--- src/include/oag_pkg.sv ---
package oag_pkg;

    // addressing modes, sixteen in all
    typedef enum logic [3:0] {
        MODE_ABS       = 4'h0,
        MODE_ABS_X_IND = 4'h1,
        MODE_ABS_X     = 4'h2,
        MODE_ABS_Y     = 4'h3,
        MODE_ABS_IND   = 4'h4,
        MODE_ACC       = 4'h5,
        MODE_IMM       = 4'h6,
        MODE_IMPL      = 4'h7,
        MODE_REL       = 4'h8,
        MODE_STACK     = 4'h9,
        MODE_PZ        = 4'hA,
        MODE_PZ_X_IND  = 4'hB,
        MODE_PZ_X      = 4'hC,
        MODE_PZ_Y      = 4'hD,
        MODE_PZ_IND    = 4'hE,
        MODE_PZ_IND_Y  = 4'hF
    } oag_mode_e;

    // sequencer states
    typedef enum logic [1:0] {
        ST_IDLE     = 2'b00,
        ST_FETCH_LO = 2'b01,
        ST_FETCH_HI = 2'b10,
        ST_FINISH   = 2'b11
    } oag_state_e;

    // page numbers
    localparam logic [7:0] PAGE_ZERO  = 8'h00;
    localparam logic [7:0] PAGE_STACK = 8'h01;

    // cycle penalties
    localparam logic [3:0] PEN_PAGE  = 4'h1;
    localparam logic [3:0] PEN_STORE = 4'h1;
    localparam logic [3:0] PEN_TAKEN = 4'h1;
    localparam logic [3:0] PEN_RMW   = 4'h2;

    // software break length and ignored signature byte
    localparam logic [1:0]  BREAK_BYTES = 2'h2;
    localparam logic [15:0] BREAK_SKIP  = 16'h0002;

    // cycles from request to done
    localparam int DIRECT_LATENCY  = 1;
    localparam int POINTER_LATENCY = 4;

    // reset values
    localparam logic [15:0] RST_ADDR   = 16'h0000;
    localparam logic [3:0]  RST_CYCLES = 4'h0;
    localparam logic [1:0]  RST_BYTES  = 2'h0;

    // base cycle count per mode, stack taken at its least
    function automatic logic [3:0] baseCycles(input oag_mode_e m);
        case (m)
            MODE_ABS, MODE_ABS_X, MODE_ABS_Y,
            MODE_PZ_X, MODE_PZ_Y:                 baseCycles = 4'h4;
            MODE_ABS_X_IND, MODE_ABS_IND,
            MODE_PZ_X_IND:                        baseCycles = 4'h6;
            MODE_PZ_IND, MODE_PZ_IND_Y:           baseCycles = 4'h5;
            MODE_STACK, MODE_PZ:                  baseCycles = 4'h3;
            default:                              baseCycles = 4'h2;
        endcase
    endfunction

    // instruction length per mode
    function automatic logic [1:0] instrBytes(input oag_mode_e m);
        case (m)
            MODE_ABS, MODE_ABS_X_IND, MODE_ABS_X,
            MODE_ABS_Y, MODE_ABS_IND:             instrBytes = 2'h3;
            MODE_ACC, MODE_IMPL, MODE_STACK:      instrBytes = 2'h1;
            default:                              instrBytes = 2'h2;
        endcase
    endfunction

    // modes that read a pointer from memory
    function automatic logic usesPointer(input oag_mode_e m);
        usesPointer = (m == MODE_ABS_X_IND) || (m == MODE_ABS_IND) ||
                      (m == MODE_PZ_X_IND) || (m == MODE_PZ_IND) || (m == MODE_PZ_IND_Y);
    endfunction

    // high bytes differ
    function automatic logic crossesPage(input logic [15:0] a, input logic [15:0] b);
        crossesPage = (a[15:8] != b[15:8]);
    endfunction

endpackage

--- src/hdl/oag_ptr_mem.sv ---
`timescale 1ns/1ps
`default_nettype none

module oag_ptr_mem (
    // clock and reset
    input  wire logic       clk,
    input  wire logic       rst,
    // write port
    input  wire logic       wrEn,
    input  wire logic       wrIdx,
    input  wire logic [7:0] wrData,
    // combinational read of both cells
    output logic      [7:0] rdLo,
    output logic      [7:0] rdHi
);

    logic [7:0] cell_ff [0:1];

    // two pointer bytes, low at index 0
    always_ff @(posedge clk)
    begin
        if (rst)
        begin
            cell_ff[0] <= 8'h00;
            cell_ff[1] <= 8'h00;
        end
        else if (wrEn)
        begin
            cell_ff[wrIdx] <= wrData;
        end
    end

    assign rdLo = cell_ff[0];
    assign rdHi = cell_ff[1];

endmodule

`default_nettype wire

--- src/hdl/oag_top.sv ---
`timescale 1ns/1ps
`default_nettype none

module oag_top (
    // clock and reset
    input  wire logic                clk,
    input  wire logic                rst,
    // request
    input  wire logic                reqValid,
    output logic                     reqReady,
    input  wire oag_pkg::oag_mode_e  reqMode,
    input  wire logic [7:0]          opByteLo,
    input  wire logic [7:0]          opByteHi,
    input  wire logic [7:0]          idxX,
    input  wire logic [7:0]          idxY,
    input  wire logic [15:0]         pcIn,
    input  wire logic                isRmwOp,
    input  wire logic                isStoreAccumulatorOp,
    input  wire logic                isSoftwareBreakOp,
    input  wire logic                branchTaken,
    // pointer memory
    output logic                     memRdEn,
    output logic [15:0]              memAddr,
    input  wire logic [7:0]          memRdata,
    // result
    output logic                     done,
    output logic [15:0]              effAddr,
    output logic                     pageCross,
    output logic [3:0]               cycleCount,
    output logic [1:0]               byteCount,
    output logic [15:0]              nextPc,
    output logic [15:0]              resumeAddr,
    output logic [15:0]              fetchedPtr
);

    oag_pkg::oag_state_e state_ff;
    oag_pkg::oag_mode_e  mode_ff;
    oag_pkg::oag_mode_e  srcMode;
    logic [7:0]  lo_ff, hi_ff, x_ff, y_ff, srcLo, srcHi, srcX, srcY, pzSum, ptrLo, ptrHi;
    logic [15:0] pc_ff, srcPc, seqPc, base16, ptrWord, nxtEff, nxtPc, firstPtr;
    logic        rmw_ff, storeOp_ff, breakOp_ff, taken_ff, srcRmw, srcStore, srcBreak, srcTaken;
    logic        nxtCross, accept, load, ptrWr;
    logic [3:0]  nxtCycles;
    logic [1:0]  nxtBytes;

    assign reqReady = (state_ff == oag_pkg::ST_IDLE);
    assign accept   = reqValid && reqReady;
    assign load     = (accept && !oag_pkg::usesPointer(reqMode)) || (state_ff == oag_pkg::ST_FINISH);
    assign ptrWr    = (state_ff == oag_pkg::ST_FETCH_HI) || (state_ff == oag_pkg::ST_FINISH);

    // held request fields
    always_ff @(posedge clk)
    begin
        if (rst)
        begin
            mode_ff  <= oag_pkg::MODE_IMPL;
            lo_ff    <= 8'h00;
            hi_ff    <= 8'h00;
            x_ff     <= 8'h00;
            y_ff     <= 8'h00;
            pc_ff    <= oag_pkg::RST_ADDR;
            rmw_ff     <= 1'b0;
            storeOp_ff <= 1'b0;
            breakOp_ff <= 1'b0;
            taken_ff <= 1'b0;
        end
        else if (accept)
        begin
            mode_ff  <= reqMode;
            lo_ff    <= opByteLo;
            hi_ff    <= opByteHi;
            x_ff     <= idxX;
            y_ff     <= idxY;
            pc_ff    <= pcIn;
            rmw_ff   <= isRmwOp;
            storeOp_ff <= isStoreAccumulatorOp;
            breakOp_ff <= isSoftwareBreakOp;
            taken_ff <= branchTaken;
        end
    end

    // request fields live in idle, held ones afterwards
    always_comb
    begin
        if (reqReady)
        begin
            srcMode = reqMode;   srcLo = opByteLo; srcHi = opByteHi; srcX = idxX; srcY = idxY;
            srcPc = pcIn;        srcRmw = isRmwOp; srcStore = isStoreAccumulatorOp;
            srcBreak = isSoftwareBreakOp; srcTaken = branchTaken;
        end
        else
        begin
            srcMode = mode_ff;   srcLo = lo_ff;    srcHi = hi_ff;    srcX = x_ff; srcY = y_ff;
            srcPc = pc_ff;       srcRmw = rmw_ff;  srcStore = storeOp_ff;
            srcBreak = breakOp_ff; srcTaken = taken_ff;
        end
    end

    // first pointer byte address
    always_comb
    begin
        case (reqMode)
            oag_pkg::MODE_ABS_IND:   firstPtr = {opByteHi, opByteLo};
            oag_pkg::MODE_ABS_X_IND: firstPtr = {opByteHi, opByteLo} + {8'h00, idxX};
            oag_pkg::MODE_PZ_X_IND:  firstPtr = {oag_pkg::PAGE_ZERO, 8'(opByteLo + idxX)};
            default:                 firstPtr = {oag_pkg::PAGE_ZERO, opByteLo};
        endcase
    end

    // pointer fetch sequencer
    always_ff @(posedge clk)
    begin
        if (rst)
        begin
            state_ff <= oag_pkg::ST_IDLE;
        end
        else
        begin
            case (state_ff)
                oag_pkg::ST_IDLE:     if (accept && oag_pkg::usesPointer(reqMode)) state_ff <= oag_pkg::ST_FETCH_LO;
                oag_pkg::ST_FETCH_LO: state_ff <= oag_pkg::ST_FETCH_HI;
                oag_pkg::ST_FETCH_HI: state_ff <= oag_pkg::ST_FINISH;
                default:              state_ff <= oag_pkg::ST_IDLE;
            endcase
        end
    end

    // memory address and read strobe
    always_ff @(posedge clk)
    begin
        if (rst)
        begin
            memAddr <= oag_pkg::RST_ADDR;
            memRdEn <= 1'b0;
        end
        else if (accept && oag_pkg::usesPointer(reqMode))
        begin
            memAddr <= firstPtr;
            memRdEn <= 1'b1;
        end
        else if (state_ff == oag_pkg::ST_FETCH_LO)
        begin
            memAddr <= (mode_ff == oag_pkg::MODE_ABS_IND || mode_ff == oag_pkg::MODE_ABS_X_IND)
                       ? memAddr + 16'h0001 : {oag_pkg::PAGE_ZERO, 8'(memAddr[7:0] + 8'h01)};
        end
        else if (state_ff == oag_pkg::ST_FETCH_HI)
        begin
            memRdEn <= 1'b0;
        end
    end

    // pointer bytes captured as they arrive
    oag_ptr_mem u_ptr (
        .clk    (clk),
        .rst    (rst),
        .wrEn   (ptrWr),
        .wrIdx  (state_ff == oag_pkg::ST_FINISH),
        .wrData (memRdata),
        .rdLo   (ptrLo),
        .rdHi   (ptrHi)
    );

    assign ptrWord    = {memRdata, ptrLo};
    assign fetchedPtr = {ptrHi, ptrLo};

    // effective address and penalties
    always_comb
    begin
        base16   = {srcHi, srcLo};
        pzSum    = 8'h00;
        nxtCross = 1'b0;
        nxtBytes = srcBreak ? oag_pkg::BREAK_BYTES : oag_pkg::instrBytes(srcMode);
        seqPc    = srcBreak ? srcPc + oag_pkg::BREAK_SKIP : srcPc + {14'h0000, nxtBytes};
        case (srcMode)
            oag_pkg::MODE_ABS:   nxtEff = base16;
            oag_pkg::MODE_ABS_X:
            begin
                nxtEff   = base16 + {8'h00, srcX};
                nxtCross = oag_pkg::crossesPage(base16, nxtEff);
            end
            oag_pkg::MODE_ABS_Y:
            begin
                nxtEff   = base16 + {8'h00, srcY};
                nxtCross = oag_pkg::crossesPage(base16, nxtEff);
            end
            oag_pkg::MODE_ABS_IND, oag_pkg::MODE_ABS_X_IND,
            oag_pkg::MODE_PZ_IND, oag_pkg::MODE_PZ_X_IND: nxtEff = ptrWord;
            oag_pkg::MODE_PZ_IND_Y:
            begin
                nxtEff   = ptrWord + {8'h00, srcY};
                nxtCross = oag_pkg::crossesPage(ptrWord, nxtEff);
            end
            oag_pkg::MODE_IMM:   nxtEff = srcPc + 16'h0001;
            oag_pkg::MODE_REL:
            begin
                nxtEff   = seqPc + {{8{srcLo[7]}}, srcLo};
                nxtCross = srcTaken && oag_pkg::crossesPage(seqPc, nxtEff);
            end
            oag_pkg::MODE_STACK: nxtEff = {oag_pkg::PAGE_STACK, srcLo};
            oag_pkg::MODE_PZ:    nxtEff = {oag_pkg::PAGE_ZERO, srcLo};
            oag_pkg::MODE_PZ_X:
            begin
                pzSum  = srcLo + srcX;
                nxtEff = {oag_pkg::PAGE_ZERO, pzSum};
            end
            oag_pkg::MODE_PZ_Y:
            begin
                pzSum  = srcLo + srcY;
                nxtEff = {oag_pkg::PAGE_ZERO, pzSum};
            end
            default:             nxtEff = oag_pkg::RST_ADDR;
        endcase
        nxtPc = (srcMode == oag_pkg::MODE_REL && srcTaken) ? nxtEff : seqPc;
        // store in absolute X always pays
        nxtCycles = oag_pkg::baseCycles(srcMode)
                  + ((srcStore && srcMode == oag_pkg::MODE_ABS_X) ? oag_pkg::PEN_STORE
                     : (nxtCross ? oag_pkg::PEN_PAGE : 4'h0))
                  + ((srcMode == oag_pkg::MODE_REL && srcTaken) ? oag_pkg::PEN_TAKEN : 4'h0)
                  + (srcRmw ? oag_pkg::PEN_RMW : 4'h0);
    end

    // result registers and done pulse
    always_ff @(posedge clk)
    begin
        if (rst)
        begin
            done       <= 1'b0;
            effAddr    <= oag_pkg::RST_ADDR;
            pageCross  <= 1'b0;
            cycleCount <= oag_pkg::RST_CYCLES;
            byteCount  <= oag_pkg::RST_BYTES;
            nextPc     <= oag_pkg::RST_ADDR;
            resumeAddr <= oag_pkg::RST_ADDR;
        end
        else
        begin
            done <= load;
            if (load)
            begin
                effAddr    <= nxtEff;
                pageCross  <= nxtCross;
                cycleCount <= nxtCycles;
                byteCount  <= nxtBytes;
                nextPc     <= nxtPc;
                resumeAddr <= seqPc;
            end
        end
    end
endmodule

`default_nettype wire

--- config.mk ---
export PLATFORM = sky130hd
export DESIGN_NAME = oag_top
export DESIGN_NICKNAME = d
export VERILOG_FILES = /design/src/include/oag_pkg.sv /design/src/hdl/oag_ptr_mem.sv /design/src/hdl/oag_top.sv
export SDC_FILE = /design/constraint.sdc
export NUM_CORES = 1
export LEC_CHECK = 0
export BUFFER_PORTS_ARGS = -buffer_cell sky130_fd_sc_hd__buf_2
export CAP_MARGIN = 20
export CORE_AREA = 4 4 151 167
export DETAILED_ROUTE_END_ITERATION = 7
export DIE_AREA = 0 0 155 171
export GPL_TIMING_DRIVEN = 0
export PLACE_DENSITY = 0.7
export SLEW_MARGIN = 0
export SYNTH_ARGS = -nofsm -noshare
export SYNTH_HDL_FRONTEND = slang
export SYNTH_SLANG_ARGS = --single-unit
--- constraint.sdc ---
create_clock -name clk -period 14.6 [get_ports clk]
set_input_delay 2.19 -clock clk [delete_from_list [all_inputs] [get_ports clk]]
set_output_delay 2.19 -clock clk [all_outputs]
set_load 0.03 [all_outputs]
==> results of run 1 <==
## cell type report
class,count,area [µm²]
Tap cell,305,382
Inverter,42,158
Sequential cell,147,3100
Fill cell,2170,10200
Clock buffer,17,425
Multi-Input combinational cell,1138,7980
Antenna cell,1,2.50
Timing Repair Buffer,151,756
Clock inverter,15,169
Buffer,73,340
## worst min-delay path by stage
stage	endpoint	slack, ns	depth (start not counted)	start
2_1_floorplan	lo_ff[0]	0.43	2	lo_ff[0]
3_3_place_gp	nextPc[6]	0.43	1	nextPc[6]
3_5_place_dp	resumeAddr[8]	0.43	1	resumeAddr[8]
4_1_cts	resumeAddr[8]	0.45	1	resumeAddr[8]
5_1_grt	nextPc[6]	0.47	1	nextPc[6]
6_report	nextPc[6]	0.44	1	nextPc[6]
## power breakdown
part / internal (W) / leakage [nW] / switching [W]
sequential: 0.000499 / 1.24 / 0.0000608
clock: 0.000257 / 0.291 / 0.000197
combinational: 0.000639 / 4.23 / 0.00109
total: 0.00139 / 5.76 / 0.00134
## cells in the mapped netlist, types with 28 or more instances
master / number / area share (%)
a21oi_1: 124 / 5.4
a22o_1: 28 / 2.1
clkbuf_1: 53 / 1.7
dfxtp_1: 131 / 23
ha_1: 70 / 7.6
inv_1: 42 / 1.4
mux2_2: 33 / 3.2
mux2i_1: 43 / 3.7
nand2_1: 201 / 6.5
nor2_1: 91 / 2.9
o21ai_0: 63 / 2.7
xnor2_1: 59 / 4.5
xor2_1: 33 / 2.5
## state kept, by name (all words and copies together), names as in the netlist, 2 cells and up
signal and flops:
lo_ff 8, pc_ff 16, nextPc 16, effAddr 16, y_ff 8, mode_ff 4
byteCount 2, u_ptr.cell_ff 16, x_ff 8, state_ff 2, hi_ff 8, memAddr 16
resumeAddr 16, cycleCount 4
## stage by stage
stage          cells  hold slack [ns]  utilization [%]  total power (W)
6_report        1889            0.444             56.5          0.00274
5_1_grt         1888            0.466             56.5          0.00289
4_1_cts         1888            0.449             56.5          0.00271
3_5_place_dp    1856            0.434             54.0          0.00225
3_3_place_gp    1856            0.430             54.0          0.00223
2_1_floorplan   1400            0.434                -          0.00178
## routing by layer
layer	routed length (µm)	up-vias	part of all wire, %
met5	0	-	0
met4	1640	0	4.1
met3	3250	108	8.2
met2	18000	535	46
met1	16600	5427	42
li1	-	5445	-
## cells by family after synthesis
group	share of synthesized area [%]
AO/OA/AOI/OAI	24.2
XOR/XNOR	8.25
adder cells (fa/ha/maj)	9.12
buffers and inverters	4.30
flip-flops	26.8
multiplexers	8.01
AND/OR/NAND/NOR	19.3
## critical path, delay by kind of cell (launching register included)
kind,cells,cell delay [ns]
buf+inv,12,2.74
compound gates,9,2.16
fa+ha+maj,7,1.84
simple gates,6,1.58
mux,2,1.05
xor+xnor,2,0.48
flops,1,0.33
==> reports/metrics.cfg, run 1 <==
[sta]
rsz0062_at_grt = no
timing.fmax_mhz = 96.6
final-hold-violation-count = 0
clock_skew_ns = 0.0120
setup_ws_ns = 4.25
setup_viol = 0
relSlewSlack_pct = 32.7
fin_crit_sh_pct = 70.9
tns_ns = 0
tightest_slew_ns = 1.01
period_needed_ns = 10.35
drv_slew = 0

[grt]
overflow = 0
grt.met1_usage_pct = 38.5
grt_max_degree = 17
grt_use_met2_pct = 47.4
antenna_found_initial = 1
grt_first_pass_wirelength_mm = 60.9
grt.busiest_layer = met2
grt_pass1_vias = 10924
met3_usage_pct = 4.96
grt_usage_pct = 29.2

[outcome]
status = finished clean

[clocking]
cts_tree = done
htree_levels = 4
clkLatencyLatePin_ns = 0.44
cts_made_buffers = 17
clock-root-buffer = clkbuf_16
cts-hold-fix-buffers = 0
clockBufferDepth = 2
cts_sinks = 147
post_cts_buffers = 0
cts_resized = 0
clk_pin_slew_ns = 0.07

[place]
place_ws_ns = 4.50
io_buffers = 151
gp_congestion = 1.07
dpl_cell_area_um2 = 12700
dp_hpwl_mm = 31.1

[setup_path]
critPathCaptureType = flip-flop
start_kind = flip-flop
cp_slowest_cell = mux2i_1
slowest_delay_ns = 0.63
crit_type = flip-flop to flip-flop
reg2reg_to = cycleCount[2]
cp-endpoint = cycleCount[2]
rr_worst_depth = 38
rr_startpoint = state_ff[1]
regToRegSetupSlack_ns = 4.25
crit_path_start = state_ff[1]
crit_arrival_ns = 10.65
required_ns = 14.90
cp_max_fo = 10

[pwr]
power_density_nw_per_um2 = 206
p_leak_nw = 5.76
ir_drop_uv = 96.0

[route]
drt-vias-per-instance = 6.10
first_iter_violations = 1078
route.detailed.drc = 0
ant_nets = 0
routed_wl_mm = 39.6
wl_per_cell_um = 20.9
dr_total_vias = 11515
first_pass_iters = 5

[die]
die-height_um = 171
dieArea_um2 = 26500
core_um2 = 23500
pin_count = 157
die_w_um = 155
start_util_pct = 49.2
row_count = 59

[finish]
layout_commonest_cell = nand2_1
final_cell_mix = 201 x nand2_1, 158 x buf_2, 131 x dfxtp_1, 124 x a21oi_1, 91 x nor2_1
final_cell_area_um2 = 13300
nNetsFinal = 1716
drive_gt1_share_pct = 17.5
area_delta_synth_final_pct = 15.0

[run]
max-cap-violations = 0

[logic_synthesis]
yosysWarnings = 0
syn_avg_cell_area_um2 = 8.27
synth-seq-cells = 147
synth_edf_count = 16
synth.cell_area_um2 = 11600
async_flop_share_pct = 0
syn_nets = 1546
ys.flop_type = dfxtp_1
synth_cells = 1400
ys_types = 101
yosysSeqAreaShare_pct = 26.8

[min_path]
hp-class = flip-flop to flip-flop

Note: power is estimated with default switching activity, not from simulation.
==> run 2, diff against run 1 <==
Clock period 14.6 ns to 10.25 ns, I/O delays scaled along.
==> run 2 against run 1 <==
Net effect: via count increased by 0.58%; critical path depth unchanged; power increased by 43%; flip-flop and latch count unchanged; sequential share of layout area decreased by 0.055 points.
==> reports/metrics.cfg, run 2 (same netlist as run 1, synthesis figures left out) <==
[finish]
nFillCells = 2162  ; was 2170
finish.utilization_pct = 56.7  ; was 56.5%
final_cell_area_um2 = 13300  ; about the same
area_delta_synth_final_pct = 15.2  ; was 15.0%
drive_gt1_share_pct = 17.7  ; was 17.5%
nNetsFinal = 1716  ; unchanged
final_cell_mix = 201 x nand2_1, 156 x buf_2, 131 x dfxtp_1, 124 x a21oi_1, 91 x nor2_1  ; was 201 x nand2_1, 158 x buf_2, 131 x dfxtp_1, 124 x a21oi_1, 91 x nor2_1
layout_commonest_cell = nand2_1  ; unchanged

[route]
drt-vias-per-instance = 6.13  ; was 6.10
dr_total_vias = 11582  ; was 11515
first_iter_violations = 1012  ; was 1078
wl_per_cell_um = 20.9  ; about the same
first_pass_iters = 6  ; was 5
ant_nets = 0  ; unchanged
routed_wl_mm = 39.5  ; was 39.6 mm
route.detailed.drc = 0  ; unchanged

[clocking]
cts_tree = done  ; unchanged
cts-hold-fix-buffers = 0  ; unchanged
clock-root-buffer = clkbuf_16  ; unchanged
cts_sinks = 147  ; unchanged
clockBufferDepth = 2  ; unchanged
clk_pin_slew_ns = 0.07  ; about the same
htree_levels = 4  ; unchanged
clkLatencyLatePin_ns = 0.44  ; about the same
cts_made_buffers = 17  ; unchanged

[grt]
grt_usage_pct = 29.2  ; unchanged
grt_max_degree = 17  ; unchanged
grt_first_pass_wirelength_mm = 60.9  ; unchanged
antenna_found_initial = 1  ; unchanged
overflow = 0  ; unchanged
grt_pass1_vias = 10924  ; unchanged

[pwr]
ir_drop_uv = 135  ; was 96.0 µV
p_leak_nw = 5.76  ; about the same
power_density_nw_per_um2 = 293  ; was 206 nW/µm²

[die]
row_count = 59  ; unchanged
core_um2 = 23500  ; unchanged
pin_count = 157  ; unchanged
die-height_um = 171  ; unchanged
start_util_pct = 49.2  ; unchanged
die_w_um = 155  ; unchanged
dieArea_um2 = 26500  ; unchanged

[place]
dp_hpwl_mm = 31.1  ; unchanged
dpl_cell_area_um2 = 12700  ; unchanged
io_buffers = 151  ; unchanged
gp_congestion = 1.07  ; unchanged
place_ws_ns = 0.152  ; was 4.50 ns

[min_path]
hp-class = flip-flop to flip-flop  ; unchanged

[setup_path]
critPathTopFamily = buffers and inverters  ; unchanged
slowest_delay_ns = 0.51  ; was 0.63 ns
start_kind = flip-flop  ; unchanged
required_ns = 10.55  ; was 14.90 ns
crit_arrival_ns = 10.05  ; was 10.65 ns
crit_type = flip-flop to flip-flop  ; unchanged
critPathCaptureType = flip-flop  ; unchanged
cp_max_fo = 10  ; unchanged
crit_top_cell = ha_1
cp_num_buf_inv = 12  ; unchanged
cp_slowest_cell = or3b_2  ; was mux2i_1

[sta]
hold_slack_ns = 0.445  ; was 0.444 ns
final-hold-violation-count = 0  ; unchanged
drv_slew = 0  ; unchanged
clock_skew_ns = 0.0128  ; was 0.0120 ns
rsz0062_at_grt = no  ; unchanged
fin_crit_sh_pct = 95.2  ; was 70.9%
period_needed_ns = 9.75  ; was 10.35 ns
setup_viol = 0  ; unchanged
tns_ns = 0  ; unchanged
setup_ws_ns = 0.495  ; was 4.25 ns
timing.fmax_mhz = 103  ; was 96.6 MHz
tightest_slew_ns = 1.02  ; was 1.01 ns
relSlewSlack_pct = 32.0  ; was 32.7%

[outcome]
status = finished clean  ; unchanged

[run]
max-cap-violations = 0  ; unchanged

## run 2: power breakdown
| group | internal, W | total (W) | switching (W) | leakage (nW) |
|---|---|---|---|---|
| Clock | 0.000366 | 0.000645 | 0.000279 | 0.291 |
| Sequential | 0.000710 | 0.000797 | 0.0000863 | 1.24 |
| Combinational | 0.000915 | 0.00246 | 0.00155 | 4.23 |
## run 2: cell type report
class                           count  area (µm²)  share of cell area [%]
Tap cell                          305         382                    2.86
Clock inverter                     15         169                    1.27
Clock buffer                       17         425                    3.19
Timing Repair Buffer              151         756                    5.66
Sequential cell                   147        3100                    23.2
Inverter                           42         158                    1.18
Buffer                             73         345                    2.59
Antenna cell                        1        2.50                  0.0187
Multi-Input combinational cell   1138        8010                    60.0
## run 2: repair_timing
action / in CTS / in global routing
buffers inserted: 0 / 0
gates resized for setup: 0 / 6
endpoints found under the setup margin: 0 / 4
## run 2: through the flow
stage               instances  power (W)
floorplan                1400    0.00253
global placement         1856    0.00318
detailed placement       1856    0.00320
CTS                      1888    0.00386
global route             1888    0.00413
finish                   1889    0.00390
## run 2: routing by layer
| layer | wire length [µm] | GRT usage [%] |
|---|---|---|
| met5 | 0 | 0 |
| met4 | 1690 | 12.4 |
| met3 | 3480 | 4.96 |
| met2 | 17900 | 47.4 |
| met1 | 16300 | 38.5 |
## run 2: final timing paths
path,depth (start not counted),from,slack (ns),endpoint
worst max-delay path,38,state_ff[1],0.50,cycleCount[2]
worst min-delay path,1,resumeAddr[8],0.45,resumeAddr[8]
worst max register to register,38,state_ff[1],0.50,cycleCount[2]
worst min register to register,1,resumeAddr[8],0.45,resumeAddr[8]
==> run 3, diff against run 2 <==
Settings changed: CTS_CLUSTER_SIZE from default to 16, PLACE_DENSITY 0.7 to default, PLACE_DENSITY_LB_ADDON from default to 0.05.
==> run 3 against run 2 <==
Net effect: combinational power is 2% higher; sequential power is essentially flat; flip-flop and latch count unchanged; final area is essentially flat; clock-buffer cell count unchanged; die area is the same; register-to-register slack got worse by 0.02 ns; cell count about the same; utilization hardly changed; critical path type unchanged; clock power increased by 0.6%.
==> reports/metrics.cfg, run 3 (same netlist as run 1, synthesis figures left out) <==
[clocking]
cts_sinks = 147  ; unchanged
htree_levels = 4  ; unchanged
cts_made_buffers = 17  ; unchanged
cts_tree = done  ; unchanged
post_cts_buffers = 0  ; unchanged
clkLatencyLatePin_ns = 0.44  ; about the same
clockBufferDepth = 2  ; unchanged
clk_pin_slew_ns = 0.07  ; about the same
clock-root-buffer = clkbuf_16  ; unchanged

[place]
dp_cells = 1856  ; unchanged
dp_hpwl_mm = 33.1  ; was 31.1 mm
gp_congestion = 0.997  ; was 1.07
io_buffers = 151  ; unchanged
dpl_cell_area_um2 = 12700  ; unchanged

[min_path]
hold_depth = 1  ; unchanged
hp-class = flip-flop to flip-flop  ; unchanged
min_from = nextPc[13]  ; was resumeAddr[8]

[die]
die-height_um = 171  ; unchanged
start_util_pct = 49.2  ; unchanged
row_count = 59  ; unchanged
core_um2 = 23500  ; unchanged
pin_count = 157  ; unchanged
dieArea_um2 = 26500  ; unchanged
die_w_um = 155  ; unchanged

[grt]
overflow = 0  ; unchanged
grt_first_pass_wirelength_mm = 62.4  ; was 60.9 mm
antenna_found_initial = 0  ; was 1
grt_pass1_vias = 10602  ; was 10924
grt_max_degree = 17  ; unchanged
grt_usage_pct = 30.5  ; was 29.2%

[finish]
antenna_cells = 0  ; was 1
finalNonFillerCells = 1888  ; was 1889
drive_gt1_share_pct = 17.7  ; unchanged
area_delta_synth_final_pct = 15.2  ; about the same
multiInputGateArea_um2 = 8010  ; unchanged
register_area_um2 = 3100  ; unchanged
layout_commonest_cell = nand2_1  ; unchanged
nFillCells = 2238  ; was 2162
finish.utilization_pct = 56.6  ; was 56.7%
nNetsFinal = 1716  ; unchanged
final_cell_area_um2 = 13300  ; about the same
final_cell_mix = 201 x nand2_1, 156 x buf_2, 131 x dfxtp_1, 124 x a21oi_1, 91 x nor2_1  ; unchanged

[run]
max-cap-violations = 0  ; unchanged

[setup_path]
crit_top_cell = ha_1  ; unchanged
critPathCaptureType = flip-flop  ; unchanged
rr_startpoint = state_ff[1]  ; unchanged
rr_worst_depth = 37  ; was 38
crit_arrival_ns = 10.13  ; was 10.05 ns
cp_slowest_cell = or3b_2  ; unchanged
crit_type = flip-flop to flip-flop  ; unchanged
slowest_delay_ns = 0.50  ; was 0.51 ns
start_kind = flip-flop  ; unchanged
required_ns = 10.61  ; was 10.55 ns
crit_path_start = state_ff[1]  ; unchanged
cp_max_fo = 10  ; unchanged

[sta]
hold_slack_ns = 0.446  ; was 0.445 ns
drv_slew = 0  ; unchanged
clock_skew_ns = 0.0138  ; was 0.0128 ns
setup_viol = 0  ; unchanged
final-hold-violation-count = 0  ; unchanged
rsz0062_at_grt = no  ; unchanged
tightest_slew_ns = 0.994  ; was 1.02 ns
tns_ns = 0  ; unchanged
fin_crit_sh_pct = 95.4  ; was 95.2%
period_needed_ns = 9.78  ; was 9.75 ns
timing.fmax_mhz = 102  ; was 103 MHz
relSlewSlack_pct = 31.9  ; was 32.0%

[route]
drt-vias-per-instance = 6.03  ; was 6.13
first_iter_violations = 778  ; was 1012
wl_per_cell_um = 21.9  ; was 20.9 µm
route.detailed.drc = 0  ; unchanged
routed_wl_mm = 41.4  ; was 39.5 mm
ant_nets = 0  ; unchanged
dr_total_vias = 11387  ; was 11582
first_pass_iters = 6  ; unchanged

[pwr]
power_density_nw_per_um2 = 296  ; was 293 nW/µm²
p_leak_nw = 5.77  ; was 5.76 nW
ir_drop_uv = 132  ; was 135 µV

[outcome]
status = finished clean  ; unchanged

-- run 3: changes by cell type in the layout (fill, tap and decap cells not counted) --
cell and change:
inv_6 +2, clkinvlp_4 -2, diode_2 -1, clkinv_4 -1, clkinv_8 +2, bufinv_16 -1
-- run 3: stage by stage --
step           power (W)  worst slack [ns]
3_5_place_dp     0.00325          -0.00327
6_report         0.00395             0.475
2_1_floorplan    0.00253              2.02
3_3_place_gp     0.00324            0.0810
5_1_grt          0.00418            0.0280
4_1_cts          0.00391             0.134
-- run 3: routing by layer --
metal	global-route usage, %	share of wire (%)
met1	40.8	44
met4	12.9	4.6
met3	5.29	7.5
met5	0	0
met2	48.7	44
-- run 3: worst max-delay path: cells and delay by family (launching register included) --
family	cells	cell delay, ns
XOR/XNOR	1	0.22
adder cells (fa/ha/maj)	7	2.22
flip-flops	1	0.33
AND/OR/NAND/NOR	6	1.54
AO/OA/AOI/OAI	9	2.11
multiplexers	2	0.60
buffers and inverters	12	2.64
-- run 3: final timing paths --
check	to	slack, ns
setup / recovery	cycleCount[1]	0.47
hold / removal	nextPc[13]	0.45
setup reg to reg	cycleCount[1]	0.47
hold reg to reg	nextPc[13]	0.45
-- run 3: what timing repair did --
action / 4_1_cts / 5_1_grt
setup endpoints to repair: 1 / 4
hold endpoints to repair: 0 / 0
gates resized for setup: 1 / 5
hold buffers: 0 / 0
pin swaps: 0 / 0
-- run 3: area by class of cell --
class / count / share of cell area [%]
plain buffers: 73 / 2.59
clock buffers: 17 / 3.19
clock inverters: 15 / 1.24
inverters: 42 / 1.18
multi-input cells: 1138 / 60.0
flip-flops and latches: 147 / 23.3
well taps: 305 / 2.86
repair buffers: 151 / 5.66
-- run 3: power by group --
| part | total (W) | switching (W) | internal [W] |
|---|---|---|---|
| Clock | 0.000649 | 0.000302 | 0.000347 |
| Sequential | 0.000795 | 0.0000853 | 0.000710 |
| Combinational | 0.00251 | 0.00159 | 0.000914 |
| Total | 0.00395 | 0.00198 | 0.00197 |
